===== config.mk =====
export PLATFORM = sky130hd
export DESIGN_NAME = aerue_regs
export DESIGN_NICKNAME = d
export VERILOG_FILES = /design/src/hdl/aerue_pkg.sv /design/src/hdl/aerue_regs.sv
export VERILOG_INCLUDE_DIRS = /design/src /design/src/hdl
export SDC_FILE = /design/constraint.sdc
export NUM_CORES = 1
export LEC_CHECK = 0
export ABC_AREA = 0
export ABC_CLOCK_PERIOD_IN_PS = 1500
export BUFFER_PORTS_ARGS = -buffer_cell sky130_fd_sc_hd__buf_2
export CAP_MARGIN = 20
export CORE_UTILIZATION = 42
export CTS_CLUSTER_DIAMETER = 60
export DETAILED_ROUTE_END_ITERATION = 10
export PLACE_DENSITY = 0.81
export SLEW_MARGIN = 30
export SYNTH_ARGS = -nofsm -noshare
export SYNTH_HDL_FRONTEND = slang
export SYNTH_SLANG_ARGS = --single-unit
export TNS_END_PERCENT = 5

===== constraint.sdc =====
create_clock -name sys_clk -period 1.5 [get_ports sys_clk]
set_input_delay 0.075 -clock sys_clk [delete_from_list [all_inputs] [get_ports sys_clk]]
set_output_delay 0.075 -clock sys_clk [all_outputs]
set_load 0.03 [all_outputs]

===== src/hdl/aerue_defs.svh =====
// Constants for the uncorrectable error reporting register bank
// Notes on behaviour
// - Capability word upper 12 bits read zero: last entry of capability chain.
// - Capability word bits 19:16 read version 1h; whole word read-only.
// - Status bit clears only when software writes one to it or a reset is applied.
// - Unsupported request received sets status bit 20.
// - End-to-end CRC mismatch sets status bit 19.
// - Malformed packet received sets status bit 18.
// - Partner exceeding advertised credits sets status bit 17.
// - Completion matching no outstanding request sets status bit 16.
// - Bridge returning completer-abort sets status bit 15.
// - Request unanswered within timeout sets status bit 14.
// - Flow control protocol violation sets status bit 13.
// - Poisoned packet received sets status bit 12.
// - Data link layer protocol error sets status bit 4.
// - Access control violation unsupported; status bit 21 reads zero.
// - Surprise link-down unsupported; status bit 5 reads zero.
// - Status bits 31:22, 11:6 and 3:0 read zero.
// - Masked error neither sets status nor sends error message.
// - Masked error neither loads header log nor updates first-error pointer.
// - Link reset, global reset or power-on reset clear status bits.
// - Implemented mask bits writable, reset to zero, same positions as status.
// - Mask bits 21 and 5 unimplemented and read zero.
`ifndef AERUE_DEFS_SVH
`define AERUE_DEFS_SVH

// Dword indexes (byte offset / 4) of the configuration space
`define AERUE_IDX_CAP      10'h040
`define AERUE_IDX_STATUS   10'h041
`define AERUE_IDX_MASK     10'h042

// Printed byte offsets
`define AERUE_OFS_NEXT_VER 12'h102
`define AERUE_OFS_STATUS   12'h104
`define AERUE_OFS_MASK     12'h108

// Capability word fields
`define AERUE_NEXT_PTR     12'h000
`define AERUE_CAP_VERSION  4'h1
`define AERUE_NEXT_VER_RST 16'h0001

// Bit positions
`define AERUE_BIT_UR       20
`define AERUE_BIT_ECRC     19
`define AERUE_BIT_MAL      18
`define AERUE_BIT_OVF      17
`define AERUE_BIT_UNXP     16
`define AERUE_BIT_CA       15
`define AERUE_BIT_CTO      14
`define AERUE_BIT_FC       13
`define AERUE_BIT_PSN      12
`define AERUE_BIT_DLL      4

// Implemented bits (status and mask share the layout)
`define AERUE_IMPL_BITS    32'h001ff010
`define AERUE_STATUS_RST   32'h00000000
`define AERUE_MASK_RST     32'h00000000

`endif


===== src/hdl/aerue_pkg.sv =====
// Types for the uncorrectable error reporting register bank
package aerue_pkg;
  typedef logic [31:0] aerue_word_t;
  typedef logic [3:0]  aerue_be_t;
  typedef logic [4:0]  aerue_bitidx_t;
  typedef enum logic [1:0] {
    AERUE_RST_IDLE   = 2'b00,
    AERUE_RST_ACTIVE = 2'b01
  } aerue_rst_state_t;
endpackage


===== src/hdl/aerue_regs.sv =====
// Uncorrectable error status, mask and capability version registers
`timescale 1ns/100ps
`include "aerue_defs.svh"

module aerue_regs
  import aerue_pkg::*;
(
  // Clock and power-on reset
  input  wire logic          sys_clk,
  input  wire logic          rst_n,
  // Reset pins from outside the clock domain
  input  wire logic          link_reset_n,
  input  wire logic          global_reset_n,
  // Configuration access port
  input  wire logic          cfg_wr,
  input  wire logic          cfg_rd,
  input  wire logic [11:0]   cfg_addr,
  input  wire logic [3:0]    cfg_be,
  input  wire logic [31:0]   cfg_wdata,
  output logic      [31:0]   cfg_rdata,
  output logic               cfg_rd_valid,
  // Error detection pulses from the link logic
  input  wire logic          unsupported_request_flag,
  input  wire logic          end_to_end_crc_flag,
  input  wire logic          malformed_packet_flag,
  input  wire logic          receiver_overflow_flag,
  input  wire logic          unmatched_completion_flag,
  input  wire logic          completer_abort_flag,
  input  wire logic          completion_timeout_flag,
  input  wire logic          flow_control_protocol_flag,
  input  wire logic          poisoned_packet_flag,
  input  wire logic          data_link_protocol_flag,
  input  wire logic          access_control_violation_flag,
  input  wire logic          surprise_link_down_flag,
  // Reporting outputs
  output logic      [31:0]   err_msg_req,
  output logic               hdr_log_load,
  output logic               first_err_load,
  output logic      [4:0]    first_err_index,
  output logic      [31:0]   uncor_status,
  output logic      [31:0]   uncor_mask
);

  ////////////////////////////////////////////////////////////////////////////
  // External reset pins: three-stage synchronisers

  logic [2:0]       link_rst_sync;
  logic [2:0]       glob_rst_sync;
  aerue_rst_state_t ext_rst_state;
  logic             ext_rst_active;

  always_ff @(posedge sys_clk or negedge rst_n) begin
    if (!rst_n) begin
      link_rst_sync <= 3'h0;
      glob_rst_sync <= 3'h0;
    end else begin
      link_rst_sync <= {link_rst_sync[1:0], link_reset_n};
      glob_rst_sync <= {glob_rst_sync[1:0], global_reset_n};
    end
  end

  // A level counts only once stages two and three agree
  always_ff @(posedge sys_clk or negedge rst_n) begin
    if (!rst_n) begin
      ext_rst_state <= AERUE_RST_ACTIVE;
    end else begin
      unique case (ext_rst_state)
        AERUE_RST_IDLE: begin
          if ((link_rst_sync[2:1] == 2'b00) || (glob_rst_sync[2:1] == 2'b00)) begin
            ext_rst_state <= AERUE_RST_ACTIVE;
          end
        end
        AERUE_RST_ACTIVE: begin
          if ((link_rst_sync[2:1] == 2'b11) && (glob_rst_sync[2:1] == 2'b11)) begin
            ext_rst_state <= AERUE_RST_IDLE;
          end
        end
        default: ext_rst_state <= AERUE_RST_ACTIVE;
      endcase
    end
  end

  assign ext_rst_active = (ext_rst_state == AERUE_RST_ACTIVE);

  ////////////////////////////////////////////////////////////////////////////
  // Event vector and write decode

  aerue_word_t events;
  aerue_word_t be_bits;
  aerue_word_t unmasked_ev;
  logic        wr_status;
  logic        wr_mask;

  always_comb begin
    events = 32'h00000000;
    events[`AERUE_BIT_UR]   = unsupported_request_flag;
    events[`AERUE_BIT_ECRC] = end_to_end_crc_flag;
    events[`AERUE_BIT_MAL]  = malformed_packet_flag;
    events[`AERUE_BIT_OVF]  = receiver_overflow_flag;
    events[`AERUE_BIT_UNXP] = unmatched_completion_flag;
    events[`AERUE_BIT_CA]   = completer_abort_flag;
    events[`AERUE_BIT_CTO]  = completion_timeout_flag;
    events[`AERUE_BIT_FC]   = flow_control_protocol_flag;
    events[`AERUE_BIT_PSN]  = poisoned_packet_flag;
    events[`AERUE_BIT_DLL]  = data_link_protocol_flag;
    // Detectors without support never reach the status word
    events[21] = 1'b0;
    events[5]  = 1'b0;
  end

  always_comb begin
    for (int i = 0; i < 4; i++) begin
      be_bits[i*8 +: 8] = {8{cfg_be[i]}};
    end
  end

  assign wr_status   = cfg_wr && (cfg_addr[11:2] == `AERUE_IDX_STATUS);
  assign wr_mask     = cfg_wr && (cfg_addr[11:2] == `AERUE_IDX_MASK);
  // Held in reset, no event is recorded or reported
  assign unmasked_ev = ext_rst_active ? 32'h00000000
                     : (events & ~uncor_mask & `AERUE_IMPL_BITS);

  ////////////////////////////////////////////////////////////////////////////
  // Status register

  aerue_word_t next_status;
  aerue_word_t clr_bits;

  assign clr_bits = wr_status ? (cfg_wdata & be_bits) : 32'h00000000;
  // Set after clear so a coincident event wins
  assign next_status = ((uncor_status & ~clr_bits) | unmasked_ev)
                     & `AERUE_IMPL_BITS;

  always_ff @(posedge sys_clk or negedge rst_n) begin
    if (!rst_n) begin
      uncor_status <= `AERUE_STATUS_RST;
    end else if (ext_rst_active) begin
      uncor_status <= `AERUE_STATUS_RST;
    end else begin
      uncor_status <= next_status;
    end
  end

  ////////////////////////////////////////////////////////////////////////////
  // Mask register

  aerue_word_t next_mask;

  assign next_mask = wr_mask
                   ? ((uncor_mask & ~be_bits) | (cfg_wdata & be_bits)) & `AERUE_IMPL_BITS
                   : uncor_mask;

  always_ff @(posedge sys_clk or negedge rst_n) begin
    if (!rst_n) begin
      uncor_mask <= `AERUE_MASK_RST;
    end else if (ext_rst_active) begin
      uncor_mask <= `AERUE_MASK_RST;
    end else begin
      uncor_mask <= next_mask;
    end
  end

  ////////////////////////////////////////////////////////////////////////////
  // Message, header log and first-error pointer requests

  aerue_bitidx_t next_first_idx;

  // Lowest set bit taken as first error when several arrive together
  always_comb begin
    next_first_idx = 5'h00;
    for (int i = 31; i >= 0; i--) begin
      if (unmasked_ev[i]) begin
        next_first_idx = i[4:0];
      end
    end
  end

  always_ff @(posedge sys_clk or negedge rst_n) begin
    if (!rst_n) begin
      err_msg_req     <= 32'h00000000;
      hdr_log_load    <= 1'b0;
      first_err_load  <= 1'b0;
      first_err_index <= 5'h00;
    end else begin
      err_msg_req    <= unmasked_ev;
      hdr_log_load   <= |unmasked_ev;
      first_err_load <= |unmasked_ev;
      if (|unmasked_ev) begin
        first_err_index <= next_first_idx;
      end
    end
  end

  ////////////////////////////////////////////////////////////////////////////
  // Read path: one cycle latency, unmapped dwords read zero

  aerue_word_t next_rdata;

  always_comb begin
    next_rdata = 32'h00000000;
    unique case (cfg_addr[11:2])
      `AERUE_IDX_CAP:    next_rdata = {`AERUE_NEXT_PTR, `AERUE_CAP_VERSION, 16'h0000};
      `AERUE_IDX_STATUS: next_rdata = uncor_status;
      `AERUE_IDX_MASK:   next_rdata = uncor_mask;
      default:           next_rdata = 32'h00000000;
    endcase
  end

  always_ff @(posedge sys_clk or negedge rst_n) begin
    if (!rst_n) begin
      cfg_rdata    <= 32'h00000000;
      cfg_rd_valid <= 1'b0;
    end else begin
      cfg_rd_valid <= cfg_rd;
      if (cfg_rd) begin
        cfg_rdata <= next_rdata;
      end
    end
  end
endmodule


# Word level (Yosys, flattened, before mapping)

Index checks and enable logic that the tools add are counted.

Add/sub/neg operators: 0
$mul: 0
Divide/modulo/power cells: 0
Magnitude comparators: 0
Equal/unequal tests: 8
Shift-type cells: 0
Mux-type cells: 41
Bitwise operators: 9
Reductions and logical operators: 10

Operator list:

| operator              | number |
|---|---|
| $mux W5               | 32 |
| $pmux W32 S3          | 1 |
| $and A21 B21 Y21      | 4 |
| $mux W32              | 2 |
| $mux W21              | 3 |
| $not A21 Y21          | 3 |
| $or A21 B21 Y21       | 2 |
| $reduce_or A32 Y1     | 1 |
| $eq A10 B7 Y1 const B | 3 |
| $logic_not A2 Y1      | 3 |
| $eq A2 B2 Y1 const B  | 2 |
| $mux W2               | 2 |
| $pmux W2 S2           | 1 |
| $logic_and A1 B1 Y1   | 3 |
| $eq A2 B1 Y1 const B  | 1 |
| $ne A2 B1 Y1 const B  | 1 |
| $ne A2 B2 Y1 const B  | 1 |
| $reduce_and A2 Y1     | 1 |
| $reduce_bool A2 Y1    | 1 |
| $logic_or A1 B1 Y1    | 1 |

Flip-flop bits (word level): 121
Latch bits: 0
RAM bits: 0
Memory bits (read-only): 0
Input port bits: 66
Output and inout port bits: 136
Logic and storage cells: 78
Memories kept: 0

# Depth between registers and ports, before layout

Depth after elaboration: 32
Mapped depth: 5
Gate-level depth less buffers: 4

# Worst setup path before layout

Ideal clock, no wire load.

Path type: reg-to-reg
Start point: reg uncor_mask[16]
End point: reg first_err_index[3]
Setup time: 0.126 ns
Data arrival time: 1.399 ns
Data required time: 1.374 ns
Setup slack: -0.025 ns
Stages on the path, launching flop included: 5
Buffers on the path: 0
Period minus slack after synthesis: 1.525 ns
Cells stage by stage: dfrtp_1 > nand2b_1 > a41oi_1 > nor3b_1 > o32a_1

Word-level cells in the longest chain between the ends: 20
Elaborated cells between the ends (all ways): 21
Those cells by class: mux: 18; bitwise: 2; reduce/logical: 1

Ends and longest elaborated chain:

| element                | RTL line          | source |
|---|---|---|
| start, declared        | aerue_regs.sv:41  | `output logic [31:0] uncor_mask` |
| start signal, assigned | aerue_regs.sv:155 | `` uncor_mask <= `AERUE_MASK_RST; `` |
| start signal, assigned | aerue_regs.sv:157 | `` uncor_mask <= `AERUE_MASK_RST; `` |
| start signal, assigned | aerue_regs.sv:159 | `uncor_mask <= next_mask;` |
| $not A21 Y21 (*)       | aerue_regs.sv:121 | `` : (events & ~uncor_mask & `AERUE_IMPL_BITS); `` |
| $and A21 B21 Y21 (*)   | aerue_regs.sv:121 |  |
| $mux W21 (*)           | aerue_regs.sv:120 | `assign unmasked_ev = ext_rst_active ? 32'h00000000` |
| $mux W5 (17 in a row)  | aerue_regs.sv:172 | `if (unmasked_ev[i]) begin` |
| end signal, assigned   | aerue_regs.sv:189 | `first_err_index <= next_first_idx;` |
| end, declared          | aerue_regs.sv:39  | `output logic [4:0] first_err_index,` |

Every way passes the cells marked *; elsewhere a longest branch is shown, timed or not.
A chain may end at the register's enable or synchronous reset.

# Worst setup path in the final report

Start point: reg uncor_mask[17]
End point: reg first_err_index[3]

Word-level cells in the longest chain between the ends: 21
Elaborated cells between the ends (all ways): 22
Those cells by class: mux: 19; bitwise: 2; reduce/logical: 1

Ends and longest elaborated chain:

| element               | RTL line |
|---|---|
| $not A21 Y21 (*)      | aerue_regs.sv:121 |
| $and A21 B21 Y21 (*)  | aerue_regs.sv:121 |
| $mux W21 (*)          | aerue_regs.sv:120 |
| $mux W5 (18 in a row) | aerue_regs.sv:172 |

Marked as above.

==> metrics.yaml <==
detailed_routing:
  firstDrtPassIters: 5
  drt_wl_total_um: 6478
  viasPerCell: 4.645
  wire_per_inst_um: 13.30
  drtAntennaViolNets: 0
  vias: 2262
  drt-initial-drc-count: 76
  drc: 0
logic_synthesis:
  synth_area_leaders: "dfrtp_1 45%, buf_4 23%, mux2i_1 3.4%"
  yosysSeqAreaShare_pct: 46.20
  synth_cell_types: 35
  synth_top_cells_by_count: "90 x buf_4, 53 x dfrtp_1, 23 x nor2_1"
  syn_area_sq_um: 2928
  synth-seq-cells: 54
  synth_most_common_cell: "buf_4"
  synth_top_area_cell: "dfrtp_1"
  async_reset_ff_share_pct: 100.0
  synth.top_cell.area_share_pct: 45.30
  yosys_most_used_dff: "dfrtp_1"
  synthCells: 289
  synth_edf_count: 0
  synth_area_per_cell_sq_um: 10.13
  yosysWarningCount: 0
worst_setup_path:
  worst_r2r_endpoint: "first_err_index[3]$_DFFE_PN0P_"
  reg2reg_from: "uncor_mask[17]$_DFFE_PN0P_"
  cp-start-kind: "flip-flop"
  path_max_fanout: 5
  critical_path_required_ns: 1.68
  reg2reg_setup_slack_ns: 0.09
  worstSetupEndpointType: "flip-flop"
  crit_arrival_ns: 1.59
  rr_worst_depth: 4
  path_class: "reg2reg"
run_status:
  status: "finished, final reports clean"
floorplan:
  die_width_um: 85.49
  initial_utilization_pct: 43.33
  fp.coreArea_sq_um: 6756
  fp.dieH_um: 85.49
  core.rowCount: 30
  ios: 202
  dieArea_sq_um: 7309
pwr:
  leakage_uw: 0.001928
  peakVddDrop_v: 0.0005814
  p_sw_uw: 1109
  pwr-share-seq_pct: 47.2
  p_per_area_nw_per_um2: 953.6
  intPower_uw: 2212
  swShare_pct: 33.40
  p_comb_share_pct: 24.5
  p_total_uw: 3322
  pwr-share-clk_pct: 28.3
cells_and_area:
  stdcell_count: 487
  antenna_cells: 0
  nNetsFinal: 472
  area_delta_synth_final_pct: 18.97
  fillCellCount: 604
  finish.utilization_pct: 51.56
  drive_gt1_share_pct: 30.47
sta:
  period_needed_ns: 1.410
  finalMaxSlewViolations: 0
  hold-worst-slack_ns: 0.02734
  rsz0062_at_grt: "false"
  finalSetupViolCount: 0
  fin_skew_ns: 0.007342
  hold_viol: 0
  period_share_pct: 93.98
  setup_tns_ns: 0
  max_freq_mhz: 709.4
worst_hold_path:
  min_to: "cfg_rd_valid$_DFF_PN0_"
  min-delay-start: "cfg_rd"
  hp-class: "in2reg"
  hold_depth: 1
cts:
  clockBufferDepth: 2
  cts-root-buf: "clkbuf_8"
  post_cts_buffers: 0
  cts_tree: "yes"
  clk-insertion-delay-late_ns: 0.30
  cts_inserted_buffers: 5
  clock-sinks: 54
  h-tree-depth: 2
  clk_pin_slew_worst_paths_ns: 0.09
grt:
  grt.overflow.total: 0
  grt_pass1_wl_um: 9798
  track_usage_pct: 17.11
  grt_antenna_before_repair: 0
  grt_max_degree: 21
  grt_pass1_vias: 2046
run:
  cap_violations: 0
placement:
  dp_hpwl_um: 4976
  routabilityCongestion: 0.8713
  dp.cells: 468
  numPortBuffers: 86
## power groups by stage
stage	Combinational [uW]	Sequential, uW	Clock (uW)
3_5_place_dp	788	1600	0
2_1_floorplan	612	1720	0
4_1_cts	811	1570	974
6_report	814	1570	939
3_3_place_gp	780	1590	0
5_1_grt	865	1580	1030
## layout make-up
cell class	count	area (sq um)	area share, %
clock buffers	5	68.82	1.976
clock inverters	3	40.04	1.149
inverters	13	48.80	1.401
multi-input cells	214	1175	33.73
flip-flops and latches	54	1353	38.83
well taps	80	100.1	2.874
repair buffers	118	698.2	20.04
## per-stage QoR
step	cell area, sq um	setup slack [ns]
2_1_floorplan	3262	0.03824
3_3_place_gp	3256	0.06015
3_5_place_dp	3256	0.004223
4_1_cts	3475	0.02076
5_1_grt	3483	0.0006921
6_report	3483	0.09033
## layer usage
metal  GRT usage, %  part of all wire (%)
met5              0                     0
met2          29.02                    50
met3          3.561                   5.8
met4          4.091                  0.99
met1          22.56                    43
## timing repair
action | in CTS | in global routing
gates resized for setup | 0 | 3
setup endpoints to repair | 0 | 2
endpoints found under the hold margin | 27 | 0
hold buffers | 11 | 0
## placed cells by master, fill, tap and decap left out, drive strengths merged, types with 2 or more instances in the layout
cell         count
o21ai            8
and2             3
o22ai           10
inv             13
clkbuf           5
mux2i           10
dfrtp           53
a31o             2
a22oi            9
conb            88
a41oi            2
nand4            4
nand2            4
a31oi            5
and3             2
buf            107
a311oi           4
nand2b           9
clkinv           2
a21oi            8
dlygate4sd3     11
nor3b            2
nor2            23
nor2b           11
## critical path: stages, from the launching register on
cell and delay (ns):
dfrtp_1 0.44, nand2b_1 0.20, a41oi_2 0.27, nor3b_1 0.09, o32a_1 0.30
## state kept, by name, indices dropped and copies added, names as in the netlist
name / flops
cfg_rdata: 10
err_msg_req: 10
uncor_mask: 10
uncor_status: 10
first_err_index: 5
glob_rst_sync: 3
link_rst_sync: 3
cfg_rd_valid: 1
ext_rst_state: 1
first_err_load: 1
## worst max-delay path by stage
stage / from / to / slack, ns / depth (start not counted)
6_report: uncor_mask[17]$_DFFE_PN0P_ / first_err_index[3]$_DFFE_PN0P_ / 0.09 / 4
5_1_grt: ext_rst_state[0]$_DFFE_PN1P_ / first_err_index[1]$_DFFE_PN0P_ / 0.0007 / 4
4_1_cts: uncor_mask[14]$_DFFE_PN0P_ / first_err_index[0]$_DFFE_PN0P_ / 0.02 / 4
3_5_place_dp: cfg_addr[9] / uncor_status[18]$_DFF_PN0_ / 0.004 / 5
3_3_place_gp: cfg_addr[5] / uncor_status[16]$_DFF_PN0_ / 0.06 / 5
2_1_floorplan: uncor_mask[19]$_DFFE_PN0P_ / first_err_index[3]$_DFFE_PN0P_ / 0.04 / 4
## cells by family after synthesis
logic type	synth area share [%]
buf+inv	25.38
simple gates	12.69
flops	46.20
compound gates	12.18
mux	3.419
other cells	0.1281
Note: power is estimated with default switching activity, not from simulation.
